## config.mk

```make
export PLATFORM = sky130hd
export DESIGN_NAME = cmbx_top
export DESIGN_NICKNAME = d
export VERILOG_FILES = /design/src/cmbx_pkg.sv /design/src/cmbx_top.sv /design/src/cmbx_arb.sv /design/src/cmbx_sema.sv
export SDC_FILE = /design/constraint.sdc
export NUM_CORES = 1
export LEC_CHECK = 0
export CORE_MARGIN = 5
export CORE_UTILIZATION = 56
export CTS_BUF_LIST = sky130_fd_sc_hd__clkbuf_8
export CTS_CLUSTER_SIZE = 30
export DETAILED_ROUTE_END_ITERATION = 16
export DONT_BUFFER_PORTS = 1
export GPL_ROUTABILITY_DRIVEN = 0
export HOLD_SLACK_MARGIN = 0.12
export PLACE_DENSITY = 0.69
export SLEW_MARGIN = 20
export SYNTH_ARGS = -nofsm -noshare
export SYNTH_HDL_FRONTEND = slang
export SYNTH_SLANG_ARGS = --single-unit
```

## constraint.sdc

```tcl
create_clock -name SYS_CLK_I -period 6.1 [get_ports SYS_CLK_I]
set_clock_uncertainty 0.1 [all_clocks]
set_input_delay 1.22 -clock SYS_CLK_I [delete_from_list [all_inputs] [get_ports SYS_CLK_I]]
set_output_delay 1.22 -clock SYS_CLK_I [all_outputs]
set_load 0.02 [all_outputs]
```

## src/cmbx_pkg.sv

```systemverilog
// Purpose: constants shared by the mailbox and semaphore block
// Assumes: word-addressed register bus, one word per register index
// Notes: offsets are register indices on the switch register bus

package cmbx_pkg;

	// ****************************************************************
	// widths
	// ****************************************************************
	localparam int CMBX_SRC_N = 4;
	localparam int CMBX_SRC_W = 2;
	localparam int CMBX_ADDR_W = 4;
	localparam int CMBX_DATA_W = 32;
	localparam int CMBX_OWN_W = 3;
	localparam int CMBX_SEMA_N = 2;

	// ****************************************************************
	// register indices
	// ****************************************************************
	localparam logic [3:0] CMBX_OFS_MB_SET = 4'h0;
	localparam logic [3:0] CMBX_OFS_MB_CLR = 4'h1;
	localparam logic [3:0] CMBX_OFS_MB_VAL = 4'h2;
	localparam logic [3:0] CMBX_OFS_IRQ_CFG = 4'h3;
	localparam logic [3:0] CMBX_OFS_TAKE0 = 4'h4;
	localparam logic [3:0] CMBX_OFS_TAKE1 = 4'h5;
	localparam logic [3:0] CMBX_OFS_HOLD0 = 4'h6;
	localparam logic [3:0] CMBX_OFS_HOLD1 = 4'h7;
	localparam logic [3:0] CMBX_OFS_FORCE = 4'h8;
	localparam logic [3:0] CMBX_OFS_ROUTE = 4'h9;

	// ****************************************************************
	// reset values
	// ****************************************************************
	localparam logic [31:0] CMBX_MB_RST = 32'h0000_0000;
	localparam logic [1:0] CMBX_POL_RST = 2'h0;
	localparam logic [1:0] CMBX_FORCE_RST = 2'h0;
	localparam logic [1:0] CMBX_ROUTE_RST = 2'h0;
	localparam logic [1:0] CMBX_PTR_RST = 2'h0;

	// ****************************************************************
	// owner encoding: free, or requester index plus one
	// ****************************************************************
	localparam logic [2:0] CMBX_OWN_FREE = 3'h0;

	typedef enum logic [1:0] {
		CMBX_SRC_CORE = 2'b00,
		CMBX_SRC_PAR = 2'b01,
		CMBX_SRC_SER = 2'b10,
		CMBX_SRC_MGMT = 2'b11
	} cmbx_src_t;

endpackage

```

## src/cmbx_top.sv

```systemverilog
// Purpose: cpu mailbox and two semaphores on the switch register bus
// Assumes: four requester ports, each holds its request until ack
// Notes: one access is served per cycle, ack and data one cycle later
//
// Operation
// [RULE1] one 32-bit mailbox; set-mask write ors the mask in
// [RULE2] clear-mask write clears masked bits, others keep value
// [RULE3] value register reads mailbox, a write replaces it whole
// [RULE4] every requester port gets identical mailbox behaviour
// [RULE5] two semaphores with separate state and owner
// [RULE6] each bus interface is recorded as its own owner; the code records per port, so pcie and internal cpu both record as port 0
// [RULE7] pcie and internal cpu share one port and one owner code
// [RULE8] take read of a free semaphore returns 1 and records owner
// [RULE9] take read of a held semaphore returns 0, state unchanged
// [RULE10] after taking, all take reads return 0 until release
// [RULE11] writing 1 to the take register releases the semaphore
// [RULE12] release is honoured from any interface, owner or not
// [RULE13] read-only holder register shows owner code or free
// [RULE14] soft interrupt per semaphore, polarity picks free or taken
// [RULE15] semaphore 0 drives first soft line, 1 drives second
// [RULE16] force register asserts each soft line by hand
// [RULE17] each soft line routes to internal cpu or external output
// [RULE18] simultaneous accesses are serialised, none lost

`timescale 1ns/1ps

module cmbx_top
	import cmbx_pkg::*;
(
	input wire logic SYS_CLK_I,
	input wire logic RSTN_I,
	input wire logic [CMBX_SRC_N-1:0] REQ_I,
	input wire logic [CMBX_SRC_N-1:0] WE_I,
	input wire logic [CMBX_SRC_N*CMBX_ADDR_W-1:0] ADDR_I,
	input wire logic [CMBX_SRC_N*CMBX_DATA_W-1:0] WDATA_I,
	output logic [CMBX_SRC_N-1:0] ACK_O,
	output logic [CMBX_DATA_W-1:0] RDATA_O,
	output logic [CMBX_SEMA_N-1:0] CPU_SOFT_IRQ_O,
	output logic [CMBX_SEMA_N-1:0] EXT_SOFT_IRQ_O
);

	// ****************************************************************
	// arbitration
	// ****************************************************************

	logic [CMBX_SRC_N-1:0] ack_reg;
	logic [CMBX_SRC_N-1:0] ack_next;
	logic [CMBX_SRC_N-1:0] req_live;
	logic acc;
	logic [CMBX_SRC_W-1:0] src;
	logic sel_we;
	logic [CMBX_ADDR_W-1:0] sel_addr;
	logic [CMBX_DATA_W-1:0] sel_wdata;

	// a port whose ack is on the wire still shows its old request
	assign req_live = REQ_I & ~ack_reg;

	// one winner per cycle keeps masked updates and takes atomic
	cmbx_arb u_arb ( // see [RULE18]
		.clk_i(SYS_CLK_I),
		.rstn_i(RSTN_I),
		.req_i(req_live),
		.gnt_valid_o(acc),
		.gnt_idx_o(src)
	);

	// the winner's fields, same path for every port
	assign sel_we = WE_I[src]; // see [RULE4]
	assign sel_addr = ADDR_I[src*CMBX_ADDR_W +: CMBX_ADDR_W];
	assign sel_wdata = WDATA_I[src*CMBX_DATA_W +: CMBX_DATA_W];

	// ****************************************************************
	// decode
	// ****************************************************************

	function automatic logic hit(input logic [CMBX_ADDR_W-1:0] a,
		input logic [CMBX_ADDR_W-1:0] ofs);
		return a == ofs;
	endfunction

	logic wr_set;
	logic wr_clr;
	logic wr_val;
	logic wr_cfg;
	logic wr_force;
	logic wr_route;
	logic [CMBX_SEMA_N-1:0] take_rd;
	logic [CMBX_SEMA_N-1:0] rel_wr;
	logic [CMBX_SEMA_N-1:0] take_hit;

	assign wr_set = acc && sel_we && hit(sel_addr, CMBX_OFS_MB_SET);
	assign wr_clr = acc && sel_we && hit(sel_addr, CMBX_OFS_MB_CLR);
	assign wr_val = acc && sel_we && hit(sel_addr, CMBX_OFS_MB_VAL);
	assign wr_cfg = acc && sel_we && hit(sel_addr, CMBX_OFS_IRQ_CFG);
	assign wr_force = acc && sel_we && hit(sel_addr, CMBX_OFS_FORCE);
	assign wr_route = acc && sel_we && hit(sel_addr, CMBX_OFS_ROUTE);
	assign take_hit[0] = hit(sel_addr, CMBX_OFS_TAKE0);
	assign take_hit[1] = hit(sel_addr, CMBX_OFS_TAKE1);
	assign take_rd = {CMBX_SEMA_N{acc && !sel_we}} & take_hit;
	// only a written 1 releases; a 0 is ignored
	assign rel_wr = {CMBX_SEMA_N{acc && sel_we && sel_wdata[0]}}
		& take_hit; // see [RULE11] see [RULE12]

	// ****************************************************************
	// mailbox
	// ****************************************************************

	logic [CMBX_DATA_W-1:0] mailbox_reg;
	logic [CMBX_DATA_W-1:0] mailbox_next;

	// set ors the mask in, clear removes it, value replaces
	assign mailbox_next = wr_set ? mailbox_reg | sel_wdata : // see [RULE1]
		wr_clr ? mailbox_reg & ~sel_wdata : // see [RULE2]
		wr_val ? sel_wdata : mailbox_reg; // see [RULE3]

	always_ff @(posedge SYS_CLK_I or negedge RSTN_I) begin
		if (!RSTN_I) begin
			mailbox_reg <= CMBX_MB_RST;
		end else begin
			mailbox_reg <= mailbox_next;
		end
	end

	// ****************************************************************
	// semaphores
	// ****************************************************************

	logic [CMBX_SEMA_N-1:0] sema_free;
	logic [CMBX_OWN_W-1:0] sema_owner [CMBX_SEMA_N];

	// port 0 carries both internal cpu and pcie, so they share a code
	generate
		for (genvar n = 0; n < CMBX_SEMA_N; n++) begin : g_sema
			cmbx_sema u_sema ( // see [RULE5] see [RULE6] see [RULE7]
				.clk_i(SYS_CLK_I),
				.rstn_i(RSTN_I),
				.take_i(take_rd[n]),
				.release_i(rel_wr[n]),
				.src_i(src),
				.free_o(sema_free[n]),
				.owner_o(sema_owner[n])
			);
		end
	endgenerate

	// ****************************************************************
	// interrupt configuration
	// ****************************************************************

	logic [CMBX_SEMA_N-1:0] pol_reg;
	logic [CMBX_SEMA_N-1:0] pol_next;
	logic [CMBX_SEMA_N-1:0] force_reg;
	logic [CMBX_SEMA_N-1:0] force_next;
	logic [CMBX_SEMA_N-1:0] route_reg;
	logic [CMBX_SEMA_N-1:0] route_next;

	assign pol_next = wr_cfg ? sel_wdata[1:0] : pol_reg;
	assign force_next = wr_force ? sel_wdata[1:0] : force_reg;
	assign route_next = wr_route ? sel_wdata[1:0] : route_reg;

	always_ff @(posedge SYS_CLK_I or negedge RSTN_I) begin
		if (!RSTN_I) begin
			pol_reg <= CMBX_POL_RST;
			force_reg <= CMBX_FORCE_RST;
			route_reg <= CMBX_ROUTE_RST;
		end else begin
			pol_reg <= pol_next;
			force_reg <= force_next;
			route_reg <= route_next;
		end
	end

	// ****************************************************************
	// soft interrupts
	// ****************************************************************

	logic [CMBX_SEMA_N-1:0] soft_lvl;
	logic [CMBX_SEMA_N-1:0] cpu_irq_reg;
	logic [CMBX_SEMA_N-1:0] cpu_irq_next;
	logic [CMBX_SEMA_N-1:0] ext_irq_reg;
	logic [CMBX_SEMA_N-1:0] ext_irq_next;

	// polarity 1 fires while taken, 0 while free; bit n is semaphore n
	assign soft_lvl = (pol_reg ^ sema_free) | force_reg; // see [RULE14]
	// see [RULE15] see [RULE16]
	assign cpu_irq_next = soft_lvl & ~route_reg; // see [RULE17]
	assign ext_irq_next = soft_lvl & route_reg;

	// registered so the lines never glitch on decode
	always_ff @(posedge SYS_CLK_I or negedge RSTN_I) begin
		if (!RSTN_I) begin
			cpu_irq_reg <= '0;
			ext_irq_reg <= '0;
		end else begin
			cpu_irq_reg <= cpu_irq_next;
			ext_irq_reg <= ext_irq_next;
		end
	end

	assign CPU_SOFT_IRQ_O = cpu_irq_reg;
	assign EXT_SOFT_IRQ_O = ext_irq_reg;

	// ****************************************************************
	// read data and acknowledge
	// ****************************************************************

	logic [CMBX_DATA_W-1:0] rd_mux;
	logic [CMBX_DATA_W-1:0] rdata_reg;
	logic [CMBX_DATA_W-1:0] rdata_next;

	// take reads see state before the access; unmapped reads give 0
	always_comb begin
		rd_mux = '0;
		unique case (sel_addr)
			CMBX_OFS_MB_VAL: rd_mux = mailbox_reg;
			CMBX_OFS_IRQ_CFG: rd_mux[1:0] = pol_reg;
			CMBX_OFS_TAKE0: rd_mux[0] = sema_free[0]; // see [RULE8] see [RULE10]
			CMBX_OFS_TAKE1: rd_mux[0] = sema_free[1]; // see [RULE9]
			CMBX_OFS_HOLD0: rd_mux[2:0] = sema_owner[0]; // see [RULE13]
			CMBX_OFS_HOLD1: rd_mux[2:0] = sema_owner[1];
			CMBX_OFS_FORCE: rd_mux[1:0] = force_reg;
			CMBX_OFS_ROUTE: rd_mux[1:0] = route_reg;
			default: rd_mux = '0;
		endcase
	end

	assign rdata_next = (acc && !sel_we) ? rd_mux : '0;
	assign ack_next = acc ? (4'h1 << src) : 4'h0;

	always_ff @(posedge SYS_CLK_I or negedge RSTN_I) begin
		if (!RSTN_I) begin
			rdata_reg <= '0;
			ack_reg <= '0;
		end else begin
			rdata_reg <= rdata_next;
			ack_reg <= ack_next;
		end
	end

	assign ACK_O = ack_reg;
	assign RDATA_O = rdata_reg;

	logic take0_held_reg;
	logic take0_held_next;

	// won take on semaphore 0, kept apart from the owner record so a
	// take that the semaphore forgets still trips the retake check
	assign take0_held_next = rel_wr[0] ? 1'b0 :
		(take_rd[0] && sema_free[0]) ? 1'b1 : take0_held_reg;

	always_ff @(posedge SYS_CLK_I or negedge RSTN_I) begin
		if (!RSTN_I) begin
			take0_held_reg <= 1'b0;
		end else begin
			take0_held_reg <= take0_held_next;
		end
	end
endmodule

```

## src/cmbx_arb.sv

```systemverilog
// Purpose: round-robin pick of one register request per cycle
// Assumes: requesters hold their request until acknowledged
// Notes: grant is combinational, pointer moves past each winner

`timescale 1ns/1ps

module cmbx_arb
	import cmbx_pkg::*;
(
	input wire logic clk_i,
	input wire logic rstn_i,
	input wire logic [CMBX_SRC_N-1:0] req_i,
	output logic gnt_valid_o,
	output logic [CMBX_SRC_W-1:0] gnt_idx_o
);

	logic [CMBX_SRC_W-1:0] ptr_reg;
	logic [CMBX_SRC_W-1:0] ptr_next;

	// first pending requester at or after the pointer
	function automatic logic [CMBX_SRC_W-1:0] pick(
		input logic [CMBX_SRC_N-1:0] req,
		input logic [CMBX_SRC_W-1:0] ptr);
		logic [CMBX_SRC_W-1:0] idx;
		logic [CMBX_SRC_W-1:0] win;
		logic found;
		win = ptr;
		found = 1'b0;
		for (int k = 0; k < CMBX_SRC_N; k++) begin
			idx = ptr + k[CMBX_SRC_W-1:0];
			if (!found && req[idx]) begin
				win = idx;
				found = 1'b1;
			end
		end
		return win;
	endfunction

	assign gnt_valid_o = |req_i;
	assign gnt_idx_o = pick(req_i, ptr_reg);
	assign ptr_next = gnt_valid_o ? gnt_idx_o + 2'h1 : ptr_reg;

	// fairness pointer
	always_ff @(posedge clk_i or negedge rstn_i) begin
		if (!rstn_i) begin
			ptr_reg <= CMBX_PTR_RST;
		end else begin
			ptr_reg <= ptr_next;
		end
	end

endmodule

```

## src/cmbx_sema.sv

```systemverilog
// Purpose: one hardware semaphore with owner record
// Assumes: take and release never arrive in the same cycle
// Notes: owner code is requester index plus one, zero when free

`timescale 1ns/1ps

module cmbx_sema
	import cmbx_pkg::*;
(
	input wire logic clk_i,
	input wire logic rstn_i,
	input wire logic take_i,
	input wire logic release_i,
	input wire logic [CMBX_SRC_W-1:0] src_i,
	output logic free_o,
	output logic [CMBX_OWN_W-1:0] owner_o
);

	logic [CMBX_OWN_W-1:0] owner_reg;
	logic [CMBX_OWN_W-1:0] owner_next;

	// a take on a held semaphore changes nothing
	assign free_o = owner_reg == CMBX_OWN_FREE;
	assign owner_next = release_i ? CMBX_OWN_FREE :
		(take_i && free_o) ? {1'b0, src_i} + 3'h1 : owner_reg;
	assign owner_o = owner_reg;

	always_ff @(posedge clk_i or negedge rstn_i) begin
		if (!rstn_i) begin
			owner_reg <= CMBX_OWN_FREE;
		end else begin
			owner_reg <= owner_next;
		end
	end

endmodule

```

After elaboration in Yosys (flattened, before gate mapping)
Index checks and enable logic that the tools add are counted.
- $add $sub $neg: 5
- order comparisons: 5
- equality and inequality tests: 9
- shift-type cells: 3
- muxes and demuxes: 29
- bitwise logic cells: 12
- reduce and logical (&&, ||, !) cells: 25
- operators with widths (cell ; count):
    $mux W32 ; 4
    $shiftx A128 B8 Y32 ; 1
    $and A32 B32 Y32 ; 1
    $not A32 Y32 ; 1
    $or A32 B32 Y32 ; 1
    $mux W29 ; 1
    $eq A4 B3 Y1 const B ; 4
    $shiftx A16 B5 Y4 ; 1
    $lt A2 B3 Y1 const B ; 5
    $logic_and A1 B1 Y1 ; 14
    $mux W3 ; 4
    $bmux W1 S2 ; 5
    $and A2 B2 Y2 ; 4
    $eq A4 B2 Y1 const B ; 2
    $eq A4 B4 Y1 const B ; 2
    $mux W1 ; 8
    $pmux W1 S8 ; 1
    $logic_not A3 Y1 ; 2
    $mux W2 ; 3
    $pmux W1 S6 ; 1
    $add A2 B1 Y2 const B ; 2
    $add A2 B2 Y2 const B ; 2
    $and A4 B4 Y4 ; 1
    $eq A4 B1 Y1 const B ; 1
    13 further kinds ; 17
- register bits after elaboration: 86
- input port bits: 154
- logic and storage cells: 99

Longest topological paths before layout
Gate-level depths: netlist of run 1.
- word-level depth: 22
- mapped depth: 11

By module
From an unflattened synthesis of run 1, not the netlist that was laid out.
- cells, all modules: 373
- area, all modules: 4663.2 um^2
- by module, submodules not included (module ; instances ; cells each ; area each (um^2)):
    cmbx_top ; 1 ; 317 ; 4145.2
    cmbx_sema ; 2 ; 14 ; 151.4
    cmbx_arb ; 1 ; 28 ; 215.2

Worst setup path before layout of run 1
Ideal clock, no wire load.
- path kind: input -> register
- from: input port REQ_I[0]
- to: register route_reg[0]
- setup time: 0.125 ns
- arrival: 3.347 ns
- required time: 5.875 ns
- slack: 2.528 ns
- stages on the path: 9
- path buffers: 1
- path through: and2b_2 -> a22oi_1 -> o2bb2ai_2 -> nor2_4 -> buf_2 -> mux2_2 -> nor2_1 -> and2_1 -> mux2_2
- longest elaborated chain between the ends: 17
- elaborated cells on any way between the ends: 29
- those cells by class: eq/ne (1); shift (2); mux (16); bitwise (1); reduce/logical (9)
- ends and longest elaborated chain (what ; line ; RTL):
    start, declared ; cmbx_top.sv:32 ; input wire logic [CMBX_SRC_N-1:0] REQ_I,
    $and A4 B4 Y4 * ; cmbx_top.sv:56 ; assign req_live = REQ_I & ~ack_reg;
    branches (longest 16 deep; another with $bmux W1 S2) ; -- ;
    end signal, assigned ; cmbx_top.sv:169 ; route_reg <= route_next;
    end, declared ; cmbx_top.sv:154 ; logic [CMBX_SEMA_N-1:0] route_reg;
Every way passes the cells marked *. The select of a mux whose other input is x is not followed.
A chain may end at the register's enable or synchronous reset.

Worst setup path in the final report of run 1
- from: input port REQ_I[0]
- to: register rdata_reg[1], in the netlist RDATA_O[1]
- longest elaborated chain between the ends: 18
- elaborated cells on any way between the ends: 35
- those cells by class: eq/ne (6); shift (1); mux (18); bitwise (1); reduce/logical (9)
- ends and longest elaborated chain (what ; line ; RTL):
    $and A4 B4 Y4 * ; cmbx_top.sv:56 ;
    branches (longest 16 deep; another with $bmux W1 S2) ; -- ;
    $mux W32 * ; cmbx_top.sv:227 ; assign rdata_next = (acc && !sel_we) ? rd_mux : '0;
    via rdata_next[1] ; cmbx_top.sv:209 ; logic [CMBX_DATA_W-1:0] rdata_next;
    end signal, assigned ; cmbx_top.sv:235 ; rdata_reg <= rdata_next;
    end, declared ; cmbx_top.sv:208 ; logic [CMBX_DATA_W-1:0] rdata_reg;
Mark *: on every way through the listed nets, which the timed path passes. The select of a mux whose other input is x is not followed.

==> results.yml, run 1 <==
synth:
  synthMuxAreaShare: 0.182
  netlist.area_leader.share: 0.418
  ys_ff_latch: 86
  synthCells: 522
  synth-xor-area-share: 0.00340
  ys_types: 58
  synthSimpleGateAreaFrac: 0.142
  seq_area_frac_synth: 0.418
  syn_area_per_cell_um2: 9.87
  synth_top_family_by_area: "compound AO/OA/AOI/OAI gates"
  synthesis.area_mm2: 0.00515
  synth_edf_count: 0
  synthAdderAreaFrac: 0.00971
  synth_ff_type: "dfrtp_1"
  syn_nets: 680
  synth_largest_area_cell: "dfrtp_1"
  synthArstFlopShare: 1.00
  synth_compound_area_frac: 0.188
  yosys_warnings: 0
  yosys-top-cells-area: "dfrtp_1 42%, mux2i_1 9.3%, mux2_2 7.9%"
worst_setup_path:
  crit_path_max_incr_delay_ns: 0.68
  worstPathArrival_ns: 4.62
  required_ns: 6.27
  r2r-end: "RDATA_O[1]"
  end_kind: "flip-flop"
  r2r_start: "ACK_O[0]"
  critical-path-slowest-cell: "nor2_4"
  cp-start-kind: "input port"
  crit_path_cell_trace: "and2b_2, a22oi_1, o2bb2ai_2, nor2_4, buf_4, mux2_2, or4_1, a211o_1, nand4_1"
  reg2reg_slack_ns: 1.93
  path_max_fanout: 37
  critPathKind: "in -> reg"
  reg2regPathDepth: 9
layout:
  final_common_cell: "dfrtp_1"
  drive_above_1_share: 0.144
  area_delta_synth_final_pct: 4.61
  n_antenna_cell: 0
  layout_common_cells: "86 x dfrtp_1, 48 x mux2i_1, 40 x inv_1, 40 x nand2_1, 36 x mux2_2"
  nets: 666
  fin_area_mm2: 0.00539
worst_hold_path:
  hp-class: "reg -> reg"
  hp-start: "mailbox_reg[3]"
  whs_path_depth: 1
  min_to: "RDATA_O[3]"
timing:
  relSlewSlack: 0.275
  rsz0062_at_grt: "no"
  fin_tns_setup_ns: 0
  tightest_slew_ns: 1.08
  maxSlewViolCount: 0
  fmax_mhz: 225
  post-route-min-period_ns: 4.45
  fin_crit_sh: 0.730
  setup_viol: 0
  hold_ws_ns: 0.376
  hold_viol_final: 0
run_status:
  outcome: "finished clean"
power_and_ir_drop:
  p_leak_uw: 0.00249
  ir_worst_vdd_mv: 0.224
  p_int_uw: 1580
  p_clk_frac: 0.127
  p_comb_frac: 0.547
  net-switching-power_uw: 1360
  switching_share: 0.463
  power_density_mw_per_mm2: 545
  seq_power_share: 0.325
  post-layout-total-power_uw: 2940
clock_network:
  cts_hold_buffers: 0
  clkTransAtPathRegs_ns: 0.09
  cts_sinks: 86
  cts_tree: "done"
  cts_resized: 0
  cts_root_buf: "clkbuf_8"
  htreeDepth: 3
  post_cts_buffers: 0
  clk_latency_ns: 0.34
  cts_made_buffers: 9
  clk_path_buf_depth: 2
global_route:
  overflow: 0
  grt_first_pass_wirelength_um: 19600
  grt_max_degree: 87
  antenna_found_initial: 0
  grt_pass1_vias: 3986
  track_usage: 0.217
route:
  drtIter0Drc: 188
  postRouteAntennaNets: 0
  vias: 3811
  drt-pass1-iter-count: 5
  avgViaCountPerCell: 6.11
  post-route-drc-count: 0
  wirelength_um: 12200
  wl_per_cell_um: 19.5
floorplanning:
  rows: 35
  die-area_mm2: 0.0112
  die_y_um: 106
  die_w_um: 106
  coreArea_mm2: 0.00911
  start_util: 0.566
  ios: 194
job:
  cap_viol_max_count: 0
placement:
  hpwl_um: 9050
  placedInstanceArea_mm2: 0.00519
  port_buffers: 0
==> critical path: cells and delay by family <==
kind,cells,cell delay [ns]
and+or+nand+nor,4,1.56
AOI/OAI and AO/OA,3,0.70
buffers and inverters,1,0.45
muxes,1,0.65
==> synth_stat cells (4+ instances only) <==
cell      number
buf_2          9
inv_1         39
and2_1        35
mux2i_1       48
nand2b_1       9
nand4_1        4
nand3_1        8
ha_1           4
mux2_2        36
a21boi_1      29
a41oi_1        6
o21ai_0       35
clkbuf_1      13
nand2_1       40
o22ai_1       32
nor2b_1        4
dfrtp_1       86
nor2_1        22
buf_4          5
==> worst max path at each step <==
| stage | start | to |
|---|---|---|
| finish | REQ_I[0] | RDATA_O[1] |
| global route | REQ_I[0] | RDATA_O[9] |
| detailed placement | REQ_I[0] | RDATA_O[1] |
| global placement | REQ_I[0] | RDATA_O[1] |
| floorplan | REQ_I[0] | route_reg[0] |
| CTS | REQ_I[0] | RDATA_O[1] |
==> through the flow <==
step / setup WS [ns] / utilization / instances
2_1_floorplan: 2.53 / - / 522
3_3_place_gp: 1.37 / 0.570 / 607
3_5_place_dp: 1.30 / 0.570 / 607
4_1_cts: 1.70 / 0.590 / 623
5_1_grt: 1.41 / 0.592 / 624
6_report: 1.65 / 0.592 / 624
==> metal layers <==
layer  up-vias  wire, um  part of all wire  GRT usage
met5         -         0                 0          0
met4         0       210             0.017     0.0712
met3        24       887             0.073     0.0571
met2       160      6110              0.50      0.364
met1      1812      4990              0.41      0.275
li1       1815         -                 -          -
==> cells by family after synthesis <==
kind of cell | count (synthesis)
XOR/XNOR | 2
AO/OA/AOI/OAI | 134
buffers and inverters | 69
multiplexers | 87
AND/OR/NAND/NOR | 140
adder cells (fa/ha/maj) | 4
flip-flops | 86
==> layout make-up <==
cell class                 instances  area (um2)
clock buffer                      10         138
multi-input combinational        367        2730
clock inverter                     6        45.0
inverter                          39         146
timing repair buffer               5        45.0
fill                             798        3720
tap                              111         139
sequential                        86        2150
==> power by group through the flow <==
stage | Sequential (uW) | Clock (uW) | Combinational, uW
CTS | 959 | 382 | 1600
floorplan | 918 | 0 | 1340
global placement | 963 | 0 | 1550
global route | 982 | 406 | 1780
finish | 956 | 375 | 1610
detailed placement | 968 | 0 | 1600
Power figures use the tool's default switching activity.
==> inputs of run 2 (changes only) <==
- clock period: 6.1 -> 4.4 ns (I/O delays scaled with it)
==> run 2 against run 1 <==
Net effect:
- via count increased by 1.5%
- worst hold slack got worse by 0.044 ns
- first-iteration DRC count increased by 24%
- flip-flop and latch count unchanged
- register-to-register slack got worse by 0.97 ns
- power increased by 43%
- sequential power increased by 39%
- global-route usage increased by 1.2 points
- cell count increased by 0.96%
- non-clock buffer count increased by 6
- sequential share of layout area decreased by 0.69 points
- critical endpoint is now g_sema[1].u_sema.owner_o[1]
- largest cell class unchanged
- largest power group unchanged
==> results.yml, run 2 (synthesis gave the netlist of run 1 again) <==
route:
  vias: 3867
  drt-pass1-iter-count: 5
  wl_per_cell_um: 20.3
  postRouteAntennaNets: 0
  drtIter0Drc: 233
  avgViaCountPerCell: 6.14
  wirelength_um: 12800
  post-route-drc-count: 0
timing:
  post-route-min-period_ns: 3.44
  hold_viol_final: 0
  fmax_mhz: 291
  relSlewSlack: 0.491
  maxSlewViolCount: 0
  rsz0062_at_grt: "no"
  fin_tns_setup_ns: 0
  fin_crit_sh: 0.782
  tightest_slew_ns: 0.758
  hold_ws_ns: 0.331
  setup_viol: 0
clock_network:
  clk_latency_ns: 0.35
  clk_path_buf_depth: 2
  clkTransAtPathRegs_ns: 0.08
  cts_root_buf: "clkbuf_8"
  cts_tree: "done"
  cts_made_buffers: 9
  cts_resized: 0
  post_cts_buffers: 0
  cts_sinks: 86
  htreeDepth: 3
  cts_hold_buffers: 1
worst_setup_path:
  critPathKind: "reg -> reg"
  required_ns: 4.54
  startpoint: "u_arb.ptr_reg[1]"
  cp-start-kind: "flip-flop"
  r2r_start: "u_arb.ptr_reg[1]"
  endpoint: "g_sema[1].u_sema.owner_o[1]"
  worstPathArrival_ns: 3.58
  r2r-end: "g_sema[1].u_sema.owner_o[1]"
  reg2regPathDepth: 9
  reg2reg_slack_ns: 0.96
  path_max_fanout: 38
  end_kind: "flip-flop"
placement:
  hpwl_um: 9440
  placedInstanceArea_mm2: 0.00524
  port_buffers: 0
run_status:
  outcome: "finished clean"
layout:
  fin_area_mm2: 0.00549
  layout_common_cells: "86 x dfrtp_1, 48 x mux2i_1, 40 x inv_1, 40 x nand2_1, 36 x mux2_2"
  area_delta_synth_final_pct: 6.46
  drive_above_1_share: 0.154
  final_common_cell: "dfrtp_1"
  nets: 672
  n_antenna_cell: 0
floorplanning:
  coreArea_mm2: 0.00911
  rows: 35
  die_y_um: 106
  ios: 194
  die-area_mm2: 0.0112
  start_util: 0.566
  die_w_um: 106
global_route:
  grt_max_degree: 87
  grt_first_pass_wirelength_um: 20600
  globalRouteMet3Util: 0.0710
  grt-busiest-layer: "met2"
  grt_pass1_vias: 3951
  met1_usage: 0.289
  antenna_found_initial: 0
  met2_usage: 0.383
  track_usage: 0.230
  overflow: 0
power_and_ir_drop:
  net-switching-power_uw: 1910
  ir_worst_vdd_mv: 0.337
  power_density_mw_per_mm2: 768
  switching_share: 0.454
  p_int_uw: 2300
  p_leak_uw: 0.00253
  seq_power_share: 0.315
  post-layout-total-power_uw: 4220
  p_clk_frac: 0.146
  p_comb_frac: 0.539
job:
  cap_viol_max_count: 0
worst_hold_path:
  hp-class: "in -> async"
-- run 2: cell count changes in the layout (fill, tap and decap cells not counted), sizes merged --
cell      change
buf           +6
bufinv        +2
clkbuf        -1
clkinv        -2
clkinvlp      +1
-- run 2: area by class of cell --
type                            instances  area, um2
Clock buffer                            9        124
Clock inverter                          7       96.3
Fill cell                             797       3620
Inverter                               39        146
Multi-Input combinational cell        367       2730
Sequential cell                        86       2150
Tap cell                              111        139
Timing Repair Buffer                   11        103
-- run 2: how the worst min path moves through the flow --
stage	from	endpoint	slack, ns	cells past startpoint
floorplan	route_reg[1]	CPU_SOFT_IRQ_O[1]	0.33	1
global placement	mailbox_reg[20]	RDATA_O[20]	0.36	1
detailed placement	route_reg[1]	CPU_SOFT_IRQ_O[1]	0.36	1
CTS	RSTN_I	RDATA_O[3]	0.34	1
global route	RSTN_I	mailbox_reg[13]	0.34	1
finish	RSTN_I	mailbox_reg[0]	0.33	1
-- run 2: power groups by stage --
stage | Sequential [uW] | Clock, uW | Combinational [uW]
6_report | 1330 | 614 | 2270
2_1_floorplan | 1270 | 0 | 1850
3_3_place_gp | 1340 | 0 | 2180
5_1_grt | 1360 | 668 | 2530
3_5_place_dp | 1340 | 0 | 2240
4_1_cts | 1330 | 627 | 2270
-- run 2: worst max-delay path, stage by stage (launching register included) --
cell	delay, ns
dfrtp_1	0.61
nand2b_1	0.23
a21oi_1	0.17
o22ai_4	0.56
buf_4	0.57
mux2i_1	0.14
mux2i_1	0.44
and3_1	0.23
and3_1	0.20
nor2_1	0.06
-- run 2: metal layers --
layer,part of all wire,routed length (um)
met5,0,0
met4,0.024,301
met2,0.50,6440
met1,0.39,5020
met3,0.079,1010
-- run 2: per-stage QoR --
stage	util	std cells	setup slack (ns)
detailed placement	0.575	613	0.816
global route	0.602	630	0.804
floorplan	-	522	1.17
CTS	0.602	630	1.02
global placement	0.575	613	0.883
finish	0.602	630	0.961
